--- src/core/tpc_pkg.sv ---
// Shared constants of the timer pin control block: register map, field
// layout, reset values and the codes of the two-bit action field.
// Assumes a 32-bit classic Wishbone bus with byte addresses.
package tpc_pkg;
    // Register byte offsets
    localparam logic [7:0] OFS_CTRL = 8'h00;
    localparam logic [7:0] OFS_CHA_IO = 8'h04;
    localparam logic [7:0] OFS_CD_IO = 8'h08;
    localparam logic [7:0] OFS_COUNT = 8'h0C;
    localparam logic [7:0] OFS_GR_A = 8'h10;
    localparam logic [7:0] OFS_GR_C = 8'h14;
    localparam logic [7:0] OFS_GR_D = 8'h18;
    localparam logic [7:0] OFS_STATUS = 8'h1C;
    localparam logic [7:0] OFS_MASK = 8'h20;
    localparam logic [7:0] OFS_PINS = 8'h24;
    // Channel slots
    localparam int NCH = 3;
    localparam int CH_A = 0;
    localparam int CH_C = 1;
    localparam int CH_D = 2;
    // Field positions
    localparam int CTRL_RUN_BIT = 0;
    localparam int ROLE_BIT = 2;
    localparam int CD_D_LSB = 4;
    localparam int CD_RSVD_BIT = 7;
    // Reset values
    localparam logic [15:0] CNT_RESET = 16'h0000;
    localparam logic [15:0] GR_RESET = 16'hFFFF;
    localparam logic [1:0] ACT_RESET = 2'h0;
    localparam logic CD_RSVD_VAL = 1'b1;
    // Role selector values
    localparam logic ROLE_COMPARE = 1'b0;
    localparam logic ROLE_CAPTURE = 1'b1;
    // Compare mode actions
    localparam logic [1:0] ACT_NONE = 2'h0;
    localparam logic [1:0] ACT_LOW = 2'h1;
    localparam logic [1:0] ACT_HIGH = 2'h2;
    localparam logic [1:0] ACT_TOGGLE = 2'h3;
    // Capture mode edges; bit 1 set means both edges
    localparam logic [1:0] EDGE_RISE = 2'h0;
    localparam logic [1:0] EDGE_FALL = 2'h1;
    localparam int EDGE_BOTH_BIT = 1;
endpackage

--- src/core/tpc_chan_if.sv ---
// Carrier between the register core and one channel unit.
// Assumes one clock; all signals are sampled on CLK.
`timescale 1ns/10ps
`default_nettype none
interface tpc_chan_if;
    logic role;
    logic [1:0] action;
    logic [15:0] gr;
    logic [15:0] counter;
    logic tick;
    logic pin_in;
    logic pin_out;
    logic match;
    logic capture;
    // Core side
    modport ctl (output role, action, gr, counter, tick, pin_in,
                 input pin_out, match, capture);
    // Channel side
    modport unit (input role, action, gr, counter, tick, pin_in,
                  output pin_out, match, capture);
endinterface
`default_nettype wire

--- src/core/tpc_channel.sv ---
// One compare/capture channel: pin action on compare match, edge detect
// for capture. Assumes the pin input is already synchronous to CLK.
`timescale 1ns/10ps
`default_nettype none
module tpc_channel
    import tpc_pkg::*;
(
    // Clock and reset
    input wire logic CLK,
    input wire logic RESET_N,
    // Link to the core
    tpc_chan_if.unit ch
);
    typedef struct packed {
        logic pin;
        logic prev;
    } tpc_chan_st_t;

    tpc_chan_st_t s_q, s_d;
    logic rise, fall, hit, cap;

    // Edge detect and compare; the match only fires on the counter step
    always_comb begin
        s_d = s_q;
        rise = ch.pin_in & ~s_q.prev;
        fall = ~ch.pin_in & s_q.prev;
        hit = ch.tick && (ch.counter == ch.gr) && (ch.role == ROLE_COMPARE);
        cap = 1'b0;
        s_d.prev = ch.pin_in;
        if (ch.role == ROLE_CAPTURE) begin
            if (ch.action[EDGE_BOTH_BIT]) begin
                cap = rise | fall;
            end else if (ch.action == EDGE_FALL) begin
                cap = fall;
            end else begin
                cap = rise;
            end
        end
        if (hit) begin
            case (ch.action)
                ACT_LOW: s_d.pin = 1'b0;
                ACT_HIGH: s_d.pin = 1'b1;
                ACT_TOGGLE: s_d.pin = ~s_q.pin;
                default: s_d.pin = s_q.pin;
            endcase
        end
    end

    // State register
    always_ff @(posedge CLK or negedge RESET_N) begin
        if (!RESET_N) begin
            s_q <= '0;
        end else begin
            s_q <= s_d;
        end
    end

    assign ch.pin_out = s_q.pin;
    assign ch.match = hit;
    assign ch.capture = cap;
endmodule
`default_nettype wire

--- src/core/tpc_irq.sv ---
// Sticky event flags with mask and one level interrupt.
// Assumes clr only names bits that software has already been shown.
`timescale 1ns/10ps
`default_nettype none
module tpc_irq #(
    parameter int N = 3
) (
    // Clock and reset
    input wire logic CLK,
    input wire logic RESET_N,
    // Events and control
    input wire logic [N-1:0] set,
    input wire logic [N-1:0] clr,
    input wire logic [N-1:0] mask,
    // Results
    output logic [N-1:0] status,
    output logic irq
);
    typedef struct packed {
        logic [N-1:0] flags;
    } tpc_irq_st_t;

    tpc_irq_st_t s_q, s_d;

    if (N < 1 || N > 16) begin : g_chk
        $error("tpc_irq: N must be 1 to 16");
    end

    // A set in the clearing cycle wins, so no event is lost
    always_comb begin
        s_d.flags = (s_q.flags & ~clr) | set;
    end

    // State register
    always_ff @(posedge CLK or negedge RESET_N) begin
        if (!RESET_N) begin
            s_q <= '0;
        end else begin
            s_q <= s_d;
        end
    end

    assign status = s_q.flags;
    assign irq = |(s_q.flags & mask);
endmodule
`default_nettype wire

--- src/core/tpc_top.sv ---
// Timer pin control: 16-bit up counter, three general registers used
// for output compare or input capture, and the pin control registers.
// Assumes a classic Wishbone master and pins synchronous to CLK.
//
// How it works
// - In compare mode the channel A code picks no change, drive low, drive high or toggle on match.
// - In capture mode the channel A code picks rising, falling, or both edges when bit 1 is set.
// - The channel A code lives in bits 1:0 of its control register, is read/write and resets to 0.
// - A second control register sets the role and pin behaviour of channels C and D.
// - Bit 7 of the channel C/D control register is reserved and always reads 1.
// - A per-channel role bit of 0 makes the general register compare, 1 makes it capture.
// - A compare match and its pin action happen only as the counter steps off the match value.
// - A capture edge stores the current counter in the general register and raises the flag.
//
// The register offsets and register access over Wishbone are this design's own decisions.
`timescale 1ns/10ps
`default_nettype none
module tpc_top
    import tpc_pkg::*;
(
    // Clock and reset
    input wire logic CLK,
    input wire logic RESET_N,
    // Wishbone slave
    input wire logic [7:0] WB_ADR_I,
    input wire logic [31:0] WB_DAT_I,
    input wire logic [3:0] WB_SEL_I,
    input wire logic WB_WE_I,
    input wire logic WB_CYC_I,
    input wire logic WB_STB_I,
    output logic [31:0] WB_DAT_O,
    output logic WB_ACK_O,
    // Channel pins
    input wire logic CHAN_A_PIN_I,
    output logic CHAN_A_PIN_O,
    output logic CHAN_A_PIN_OE,
    input wire logic CHAN_C_PIN_I,
    output logic CHAN_C_PIN_O,
    output logic CHAN_C_PIN_OE,
    input wire logic CHAN_D_PIN_I,
    output logic CHAN_D_PIN_O,
    output logic CHAN_D_PIN_OE,
    // Interrupt
    output logic IRQ_O
);
    typedef struct packed {
        logic run;
        logic [NCH-1:0] role;
        logic [NCH-1:0][1:0] act;
        logic [15:0] cnt;
        logic [NCH-1:0][15:0] gr;
        logic [NCH-1:0] mask;
        logic ack;
        logic [31:0] rdata;
    } tpc_top_st_t;

    tpc_top_st_t s_q, s_d;
    tpc_chan_if ch [NCH] ();
    logic [NCH-1:0] pin_in, pin_out, match, capture, status, clr;
    logic req, acc, wr, irq;
    logic [31:0] rd_mux;

    // Merge a 16-bit write under the two low byte enables
    function automatic logic [15:0] wr16(input logic [15:0] old,
                                         input logic [31:0] dat,
                                         input logic [3:0] sel);
        logic [15:0] r;
        r = old;
        if (sel[0]) begin
            r[7:0] = dat[7:0];
        end
        if (sel[1]) begin
            r[15:8] = dat[15:8];
        end
        return r;
    endfunction

    assign pin_in = {CHAN_D_PIN_I, CHAN_C_PIN_I, CHAN_A_PIN_I};

    // One channel unit per general register
    for (genvar i = 0; i < NCH; i++) begin : g_ch
        assign ch[i].role = s_q.role[i];
        assign ch[i].action = s_q.act[i];
        assign ch[i].gr = s_q.gr[i];
        assign ch[i].counter = s_q.cnt;
        assign ch[i].tick = s_q.run;
        assign ch[i].pin_in = pin_in[i];
        assign pin_out[i] = ch[i].pin_out;
        assign match[i] = ch[i].match;
        assign capture[i] = ch[i].capture;
        tpc_channel u_ch (
            .CLK(CLK),
            .RESET_N(RESET_N),
            .ch(ch[i])
        );
    end

    // Flags: compare match or capture, cleared by reading STATUS
    tpc_irq #(.N(NCH)) u_irq (
        .CLK(CLK),
        .RESET_N(RESET_N),
        .set(match | capture),
        .clr(clr),
        .mask(s_q.mask),
        .status(status),
        .irq(irq)
    );

    // Bus phases: acc is the first cycle, wr is the ack edge of a write
    assign req = WB_CYC_I & WB_STB_I;
    assign acc = req & ~s_q.ack;
    assign wr = req & s_q.ack & WB_WE_I;
    // Only the bits handed out in rdata are cleared, later events survive
    assign clr = (req & s_q.ack & ~WB_WE_I & (WB_ADR_I == OFS_STATUS))
        ? s_q.rdata[NCH-1:0] : '0;

    // Read multiplexer; unmapped addresses read as zero
    always_comb begin
        rd_mux = 32'h0000_0000;
        case (WB_ADR_I)
            OFS_CTRL: rd_mux[CTRL_RUN_BIT] = s_q.run;
            OFS_CHA_IO: rd_mux[2:0] = {s_q.role[CH_A], s_q.act[CH_A]};
            OFS_CD_IO: rd_mux[7:0] = {CD_RSVD_VAL, s_q.role[CH_D], s_q.act[CH_D],
                                      1'b0, s_q.role[CH_C], s_q.act[CH_C]};
            OFS_COUNT: rd_mux[15:0] = s_q.cnt;
            OFS_GR_A: rd_mux[15:0] = s_q.gr[CH_A];
            OFS_GR_C: rd_mux[15:0] = s_q.gr[CH_C];
            OFS_GR_D: rd_mux[15:0] = s_q.gr[CH_D];
            OFS_STATUS: rd_mux[NCH-1:0] = status;
            OFS_MASK: rd_mux[NCH-1:0] = s_q.mask;
            OFS_PINS: rd_mux[5:0] = {pin_in, pin_out};
            default: rd_mux = 32'h0000_0000;
        endcase
    end

    // Next state: bus writes, counter step, captures
    always_comb begin
        s_d = s_q;
        s_d.ack = acc;
        if (acc) begin
            s_d.rdata = rd_mux;
        end
        if (s_q.run) begin
            s_d.cnt = s_q.cnt + 16'h0001;
        end
        if (wr) begin
            case (WB_ADR_I)
                OFS_CTRL: begin
                    if (WB_SEL_I[0]) begin
                        s_d.run = WB_DAT_I[CTRL_RUN_BIT];
                    end
                end
                OFS_CHA_IO: begin
                    if (WB_SEL_I[0]) begin
                        s_d.act[CH_A] = WB_DAT_I[1:0];
                        s_d.role[CH_A] = WB_DAT_I[ROLE_BIT];
                    end
                end
                OFS_CD_IO: begin
                    if (WB_SEL_I[0]) begin
                        s_d.act[CH_C] = WB_DAT_I[1:0];
                        s_d.role[CH_C] = WB_DAT_I[ROLE_BIT];
                        s_d.act[CH_D] = WB_DAT_I[CD_D_LSB +: 2];
                        s_d.role[CH_D] = WB_DAT_I[CD_D_LSB + ROLE_BIT];
                    end
                end
                OFS_COUNT: s_d.cnt = wr16(s_q.cnt, WB_DAT_I, WB_SEL_I);
                OFS_GR_A: s_d.gr[CH_A] = wr16(s_q.gr[CH_A], WB_DAT_I, WB_SEL_I);
                OFS_GR_C: s_d.gr[CH_C] = wr16(s_q.gr[CH_C], WB_DAT_I, WB_SEL_I);
                OFS_GR_D: s_d.gr[CH_D] = wr16(s_q.gr[CH_D], WB_DAT_I, WB_SEL_I);
                OFS_MASK: begin
                    if (WB_SEL_I[0]) begin
                        s_d.mask = WB_DAT_I[NCH-1:0];
                    end
                end
                default: s_d.mask = s_q.mask;
            endcase
        end
        // Capture beats a same-cycle software write to the general register
        for (int i = 0; i < NCH; i++) begin
            if (capture[i]) begin
                s_d.gr[i] = s_q.cnt;
            end
        end
    end

    // State register
    always_ff @(posedge CLK or negedge RESET_N) begin
        if (!RESET_N) begin
            s_q.run <= 1'b0;
            s_q.role <= '0;
            s_q.act <= {NCH{ACT_RESET}};
            s_q.cnt <= CNT_RESET;
            s_q.gr <= {NCH{GR_RESET}};
            s_q.mask <= '0;
            s_q.ack <= 1'b0;
            s_q.rdata <= 32'h0000_0000;
        end else begin
            s_q <= s_d;
        end
    end

    // Outputs; the pin is released while its channel captures
    assign WB_ACK_O = s_q.ack;
    assign WB_DAT_O = s_q.rdata;
    assign CHAN_A_PIN_O = pin_out[CH_A];
    assign CHAN_C_PIN_O = pin_out[CH_C];
    assign CHAN_D_PIN_O = pin_out[CH_D];
    assign CHAN_A_PIN_OE = s_q.role[CH_A] == ROLE_COMPARE;
    assign CHAN_C_PIN_OE = s_q.role[CH_C] == ROLE_COMPARE;
    assign CHAN_D_PIN_OE = s_q.role[CH_D] == ROLE_COMPARE;
    assign IRQ_O = irq;

    // Helper: channel A code stays at reset value until software writes it
    logic cha_written_q;
    always_ff @(posedge CLK or negedge RESET_N) begin
        if (!RESET_N) begin
            cha_written_q <= 1'b0;
        end else if (wr && WB_ADR_I == OFS_CHA_IO) begin
            cha_written_q <= 1'b1;
        end
    end
endmodule
`default_nettype wire

--- config.mk ---
export PLATFORM = sky130hd
export DESIGN_NAME = tpc_top
export DESIGN_NICKNAME = d
export VERILOG_FILES = /design/src/core/tpc_pkg.sv /design/src/core/tpc_chan_if.sv /design/src/core/tpc_channel.sv /design/src/core/tpc_irq.sv /design/src/core/tpc_top.sv
export SDC_FILE = /design/constraint.sdc
export NUM_CORES = 1
export LEC_CHECK = 0
export BUFFER_PORTS_ARGS = -buffer_cell sky130_fd_sc_hd__buf_2
export CAP_MARGIN = 20
export CORE_ASPECT_RATIO = 1.1
export CORE_MARGIN = 2
export CORE_UTILIZATION = 44
export CTS_BUF_LIST = sky130_fd_sc_hd__clkbuf_4 sky130_fd_sc_hd__clkbuf_8 sky130_fd_sc_hd__clkbuf_16
export DETAILED_ROUTE_END_ITERATION = 8
export PLACE_DENSITY = 0.67
export SLEW_MARGIN = 30
export SYNTH_ARGS = -nofsm -noshare
export SYNTH_HDL_FRONTEND = slang
export SYNTH_SLANG_ARGS = --single-unit
--- constraint.sdc ---
create_clock -name CLK -period 1.85 [get_ports CLK]
set_clock_uncertainty 0.15 [all_clocks]
set_input_delay 0.37 -clock CLK [delete_from_list [all_inputs] [get_ports CLK]]
set_output_delay 0.37 -clock CLK [all_outputs]
set_load 0.1 [all_outputs]
**Word level (Yosys, flattened, before mapping)**

Index checks and enable logic that the tools add are counted.

- Bits in registers: 103
- Input bits: 52
- Output and inout bits: 40
- Word-level logic and storage cells: 149

- $add $sub $neg: 1
- Equality and inequality tests: 23
- Mux-type cells: 31
- Bitwise operators: 34
- Reductions and logical operators: 36

Operators by type and width:

| operator | number |
|---|---|
| two-way mux 16 bit | 8 |
| two-way mux 67 bit | 1 |
| equality test 16 bit | 3 |
| equality test 8 x 5 -> 1 bit, second input constant | 4 |
| case mux 8 bit (4 select lines) | 1 |
| AND reduction 3 bit | 10 |
| nonzero test 2 bit | 12 |
| case mux 2 bit (9 select lines) | 1 |
| case mux 3 bit (6 select lines) | 1 |
| adder 16 x 1 -> 16 bit, second input constant | 1 |
| equality test 8 x 4 -> 1 bit, second input constant | 2 |
| equality test 8 x 6 -> 1 bit, second input constant | 2 |
| two-way mux 8 bit | 2 |
| inverter 1 bit | 14 |
| bitwise AND 1 bit | 12 |
| equality test 2 bit, second input constant | 6 |
| case mux 1 bit (10 select lines) | 1 |
| case mux 2 bit (5 select lines) | 1 |
| two-way mux 1 bit | 9 |
| two-way mux 3 bit | 3 |
| case mux 1 bit (3 select lines) | 3 |
| nonzero test 3 bit | 3 |
| equality test 8 x 3 -> 1 bit, second input constant | 1 |
| logical NOT 8 bit | 1 |
| 9 further kinds | 23 |

**Longest topological paths before layout**

- Depth after elaboration: 8
- Gate-level depth with buffers: 8
- Depth with buffers taken out: 7

**Hierarchy**

Synthesis repeated with hierarchy kept, for this count alone.

- Cell total of the unflattened synthesis: 790
- Area total of the unflattened synthesis: 6831.6 µm²

By module, submodules not included:

| module | times used | cells an instance | area each (µm²) |
|---|---|---|---|
| tpc_top | 1 | 662 | 5657.9 |
| tpc_channel | 3 | 39 | 350.3 |
| tpc_irq | 1 | 11 | 122.6 |

**Worst setup path before layout**

OpenSTA, ideal clock, no wires.

- Path kind: register -> register
- From: register s_q, in the netlist WB_ACK_O
- To: register s_q, in the netlist ch[1].action[0]
- Library setup time: 0.125 ns
- Arrival: 2.232 ns
- Required time: 1.575 ns
- Setup slack: -0.656 ns
- Cell stages (with the launch flop): 5
- Buffers on the path: 1
- Period minus slack after synthesis: 2.506 ns
- Cells stage by stage: dfrtp_1 > and4_2 > clkbuf_1 > nand4_1 > mux2_2

- Longest elaborated chain between the ends: 3

Ends and longest elaborated chain:

| what | RTL line | text |
|---|---|---|
| start: declaration | tpc_top.sv:57 | `tpc_top_st_t s_q, s_d;` |
| bitwise AND 1 bit (2 in a row) | tpc_top.sv:112 | `assign wr = req & s_q.ack & WB_WE_I;` |
| AND reduction 3 bit (no source line) | -- |  |

No other way between the ends.
A chain may end at the register's enable or synchronous reset.

**Final worst setup path**

- From: register, netlist name ch[2].gr[3]
- To: register g_ch[2].u_ch.s_q, in the netlist g_ch[2].u_ch.ch.pin_out

- Longest elaborated chain between the ends: 4

Ends and longest elaborated chain:

| what | RTL line | text |
|---|---|---|
| equality test 16 bit | tpc_channel.sv:27 | `hit = ch.tick && (ch.counter == ch.gr) && (ch.role == ROLE_COMPARE);` |
| logical AND 1 bit (2 in a row) | tpc_channel.sv:27 |  |
| AND reduction 2 bit (no source line) | -- |  |
| end signal: assignment | tpc_channel.sv:52 | `s_q <= '0;` |
| end signal: assignment | tpc_channel.sv:54 | `s_q <= s_d;` |
| end: declaration | tpc_channel.sv:19 | `tpc_chan_st_t s_q, s_d;` |

No other way between the ends.

==> metrics.md <==
| Metric | Value |
|---|---|
| Synth-to-Final Area Change | 39.5% |
| Worst Setup Path Type | reg -> reg |
| Routed len/inst | about 23 um |
| Tmin final | between 1.5 and 2 ns |
| Die ar. | 16600 um^2 |
| Avg Vias per Cell | 6.00 |
| Post-Syn Area | 6850 um^2 |
| Row count | between 40 and 50 |
| Dpl ws | -0.425 ns |
| Layout cells sized above 1 | 51.1% |
| IO buf count | 57 |
| RSZ-0062 raised after global routing | yes |
| Die X | 123 um |
| Max-slew violation count | 0 |
| CP Capture Type | register |
| Worst setup SP type | register |
| Syn_area_per_cell | roughly 9.4 um^2 |
| Failing checks | setup timing |
| Post-synth EDFFs | 0 |
| Asr flop ratio synth | 100% |
| Static leakage power | 4.17 nW |
| Worst path bufs/invs | 1 |
| Diodes inserted | 0 |
| Max cap viols | 0 |
| Max stage delay cell, worst path | dfstp_2 |
| Peak Freq | roughly 500 MHz |
| Total GRT Usage | approximately 29% |
| Largest net degree at the start of global routing | 35 |
| Reg2reg setup slack | -0.15 ns |
| Critical Path Sink | g_ch[2].u_ch.ch.pin_out |
| Part of the cycle the worst path needs | 108% |
| Setup TNS | -3.44 ns |
| Multi-input gate area | between 4000 and 5000 um^2 |
| Initial Util | a little under half |
| Non-Filler Instances | 1089 |
| Starting DRT DRC Count | between 700 and 800 |
| CTS Root Cell | clkbuf_16 |
| CP Max Fanout | 2 |
| Slowest stage delay, CP | between 0.5 and 0.6 ns |
| R2R Path Start | ch[2].gr[3] |
| Crit. Startpoint | ch[2].gr[3] |
| Fin nets | approximately 950 |
| Yosys reg bits | 103 |
| TritonCTS clock tree | done |
| Initial antenna violation count | 1 |
| RR Endpoint | g_ch[2].u_ch.ch.pin_out |
| Outcome | finished with violations |
| Crit path max-delay family | simple AND/OR/NAND/NOR gates |
| Worst EP arrival | around 2.1 ns |
| Global route overflow | 0 |
| Worst-Margin Slew | around 0.5 ns |
| Mapped Cells | about 730 |
| First-pass GRT wire length | 35700 um |
| Cell depth of the worst setup path | 6 |
| Core area | ~15000 um^2 |
| IO Count | about 90 |
| Setup violators final | 46 |
| Register area share after synthesis | approximately 39% |
| Netlist cell types | between 60 and 70 |
| DRC Markers | 0 |
| Top FF cell, synth | dfrtp_1 |
| Hold crit path type | in -> reg |
| Routed Wire Length | 24800 um |
| Rel. slew slack | between 60% and 70% |
| Worst-Skew Late Latency | around 0.36 ns |
| Pre-antenna DRT Iters | 6 |
| Commonest non-fill, non-tap cell in the layout | buf_4 |
| Number of global-route vias before repair | ~6500 |
| Worst-path clk slew | roughly 0.07 ns |
| Clk buf depth | 2 |
| Placed cells | ~1000 |
| YS warnings | 0 |
| Max IR drop VDD | ~0.42 mV |
| H-tree depth | 3 |
| WP data required | 1.96 ns |
| FF-to-FF path depth | 6 |
| Die height | ~130 um |
| Via count | 6529 |
| Final Hold Viols | 0 |
| Worst path cell trace | xor2_1, nor4_1, buf_4, nand2_4, or3_4, o31ai_2 |
| Layout fillers | 1134 |
| PnR worst setup slack | -0.150 ns |
| GPL Wtd Cong | 0.946 |
| Total CTS buffers | 9 |
| Most frequent cells in the layout | buf_4, nor2_1, buf_2 |
| Clk sinks | between 100 and 150 |
| Storage cell area | roughly 2600 um^2 |
| Routed Antenna Nets | 0 |
| Pwr dens | 539 nW/um^2 |
| DPL Wire Length | ~17000 um |
## worst register-to-register path, delay by kind of cell, from the launching register on
kind | cells | cell delay (ns)
buf+inv | 1 | 0.20
compound gates | 1 | 0.19
flops | 1 | 0.55
xor+xnor | 1 | 0.08
simple gates | 3 | 0.74
## synth_stat cells (3+ instances only)
cell type | number | area [um^2]
nor2_1 | 93 | 349
a21oi_1 | 66 | 330
dfrtp_1 | 55 | 1380
mux2i_1 | 52 | 521
dfstp_2 | 48 | 1260
nand2_1 | 40 | 150
buf_4 | 36 | 270
clkbuf_1 | 28 | 105
xnor2_1 | 27 | 236
xor2_1 | 22 | 193
and2_1 | 20 | 125
mux2_2 | 20 | 225
inv_1 | 17 | 63.8
nand3_1 | 17 | 85.1
o21ai_0 | 16 | 80.1
nand4_1 | 15 | 93.8
a21oi_2 | 11 | 96.3
buf_2 | 10 | 50.1
a22o_1 | 9 | 78.8
o22ai_1 | 9 | 56.3
a221o_1 | 8 | 80.1
a31oi_1 | 7 | 43.8
buf_6 | 7 | 78.8
ha_1 | 7 | 87.6
o21ai_4 | 6 | 97.6
nand2b_1 | 5 | 31.3
nor2b_1 | 5 | 31.3
nor3_1 | 5 | 25.0
nor4_1 | 5 | 31.3
a211oi_1 | 4 | 30.0
and3_1 | 4 | 25.0
a32o_1 | 3 | 30.0
a32oi_1 | 3 | 26.3
and4_1 | 3 | 26.3
o211ai_2 | 3 | 37.5
## state kept, by name, indices dropped and copies added, names as in the netlist
| name | count |
|---|---|
| g_ch.u_ch.ch.pin_out | 3 |
| ch.role | 3 |
| g_ch.u_ch.s_q | 3 |
| u_irq.status | 3 |
| ch.tick | 1 |
| ch.gr | 48 |
| ch.action | 6 |
| WB_DAT_O | 16 |
| s_q | 3 |
| ch.counter | 16 |
| WB_ACK_O | 1 |
## cell type report
cell class	instances	share of cell area, %
Inverter	17	0.786
Timing Repair Buffer	215	19.8
Sequential cell	103	27.7
Multi-Input combinational cell	543	46.2
Tap cell	196	2.57
Clock buffer	13	2.80
Clock inverter	2	0.170
## where the power goes
group | internal [W] | leakage, nW | switching, W
Clock | 0.00101 | 0.139 | 0.000878
Sequential | 0.00232 | 1.18 | 0.0000487
Combinational | 0.000274 | 2.85 | 0.000618
## repair_timing
item                       in CTS  in global routing
buffers inserted               10                 18
resized for setup              74                112
pin swaps                      31                 38
gates cloned                    5                  1
hold buffers                    1                  0
hold endpoints to repair       23                  0
setup endpoints to repair      42                 63
## kinds of logic (layout without fill, tap and decap cells)
group	count (synthesis)	after routing	synth area share, %
xor gates and xnor gates	49	49	6.27
adders and majority gates	7	7	1.28
DFF	103	103	38.5
muxes	73	73	11.2
and+or+nand+nor	232	232	17.3
AOI/OAI and AO/OA	164	166	16.8
buffers and inverters	99	247	8.46
other	1	16	0.0548
## worst min-delay path by stage
stage	slack (ns)	depth (start not counted)	endpoint	from
after CTS	0.05	1	g_ch[0].u_ch.s_q[0]	CHAN_A_PIN_I
final	0.05	1	g_ch[0].u_ch.s_q[0]	CHAN_A_PIN_I
after global placement	0.22	1	ch[0].counter[0]	RESET_N
after detailed placement	0.21	1	ch[0].counter[0]	RESET_N
after global routing	0.04	1	g_ch[0].u_ch.s_q[0]	CHAN_A_PIN_I
after floorplan	-0.08	0	WB_DAT_O[0]	RESET_N
## through the flow
stage          area (um^2)  hold WS, ns  util (%)  total power, W
6_report              9550       0.0456      63.2         0.00515
4_1_cts               9010       0.0492      59.6         0.00507
3_3_place_gp          8280        0.218      54.8         0.00319
3_5_place_dp          8280        0.213      54.8         0.00321
5_1_grt               9550       0.0443      63.2         0.00529
2_1_floorplan         7060      -0.0756         -         0.00296
## per-layer routing
| metal | vias to the layer above | track usage [%] | share of wire, % |
|---|---|---|---|
| li1 | 2852 | - | - |
| met1 | 3197 | 37.7 | 39 |
| met2 | 397 | 46.3 | 48 |
| met3 | 83 | 4.60 | 8.5 |
| met4 | 0 | 12.7 | 4.5 |
| met5 | - | 0 | 0 |
Power figures use the tool's default switching activity.
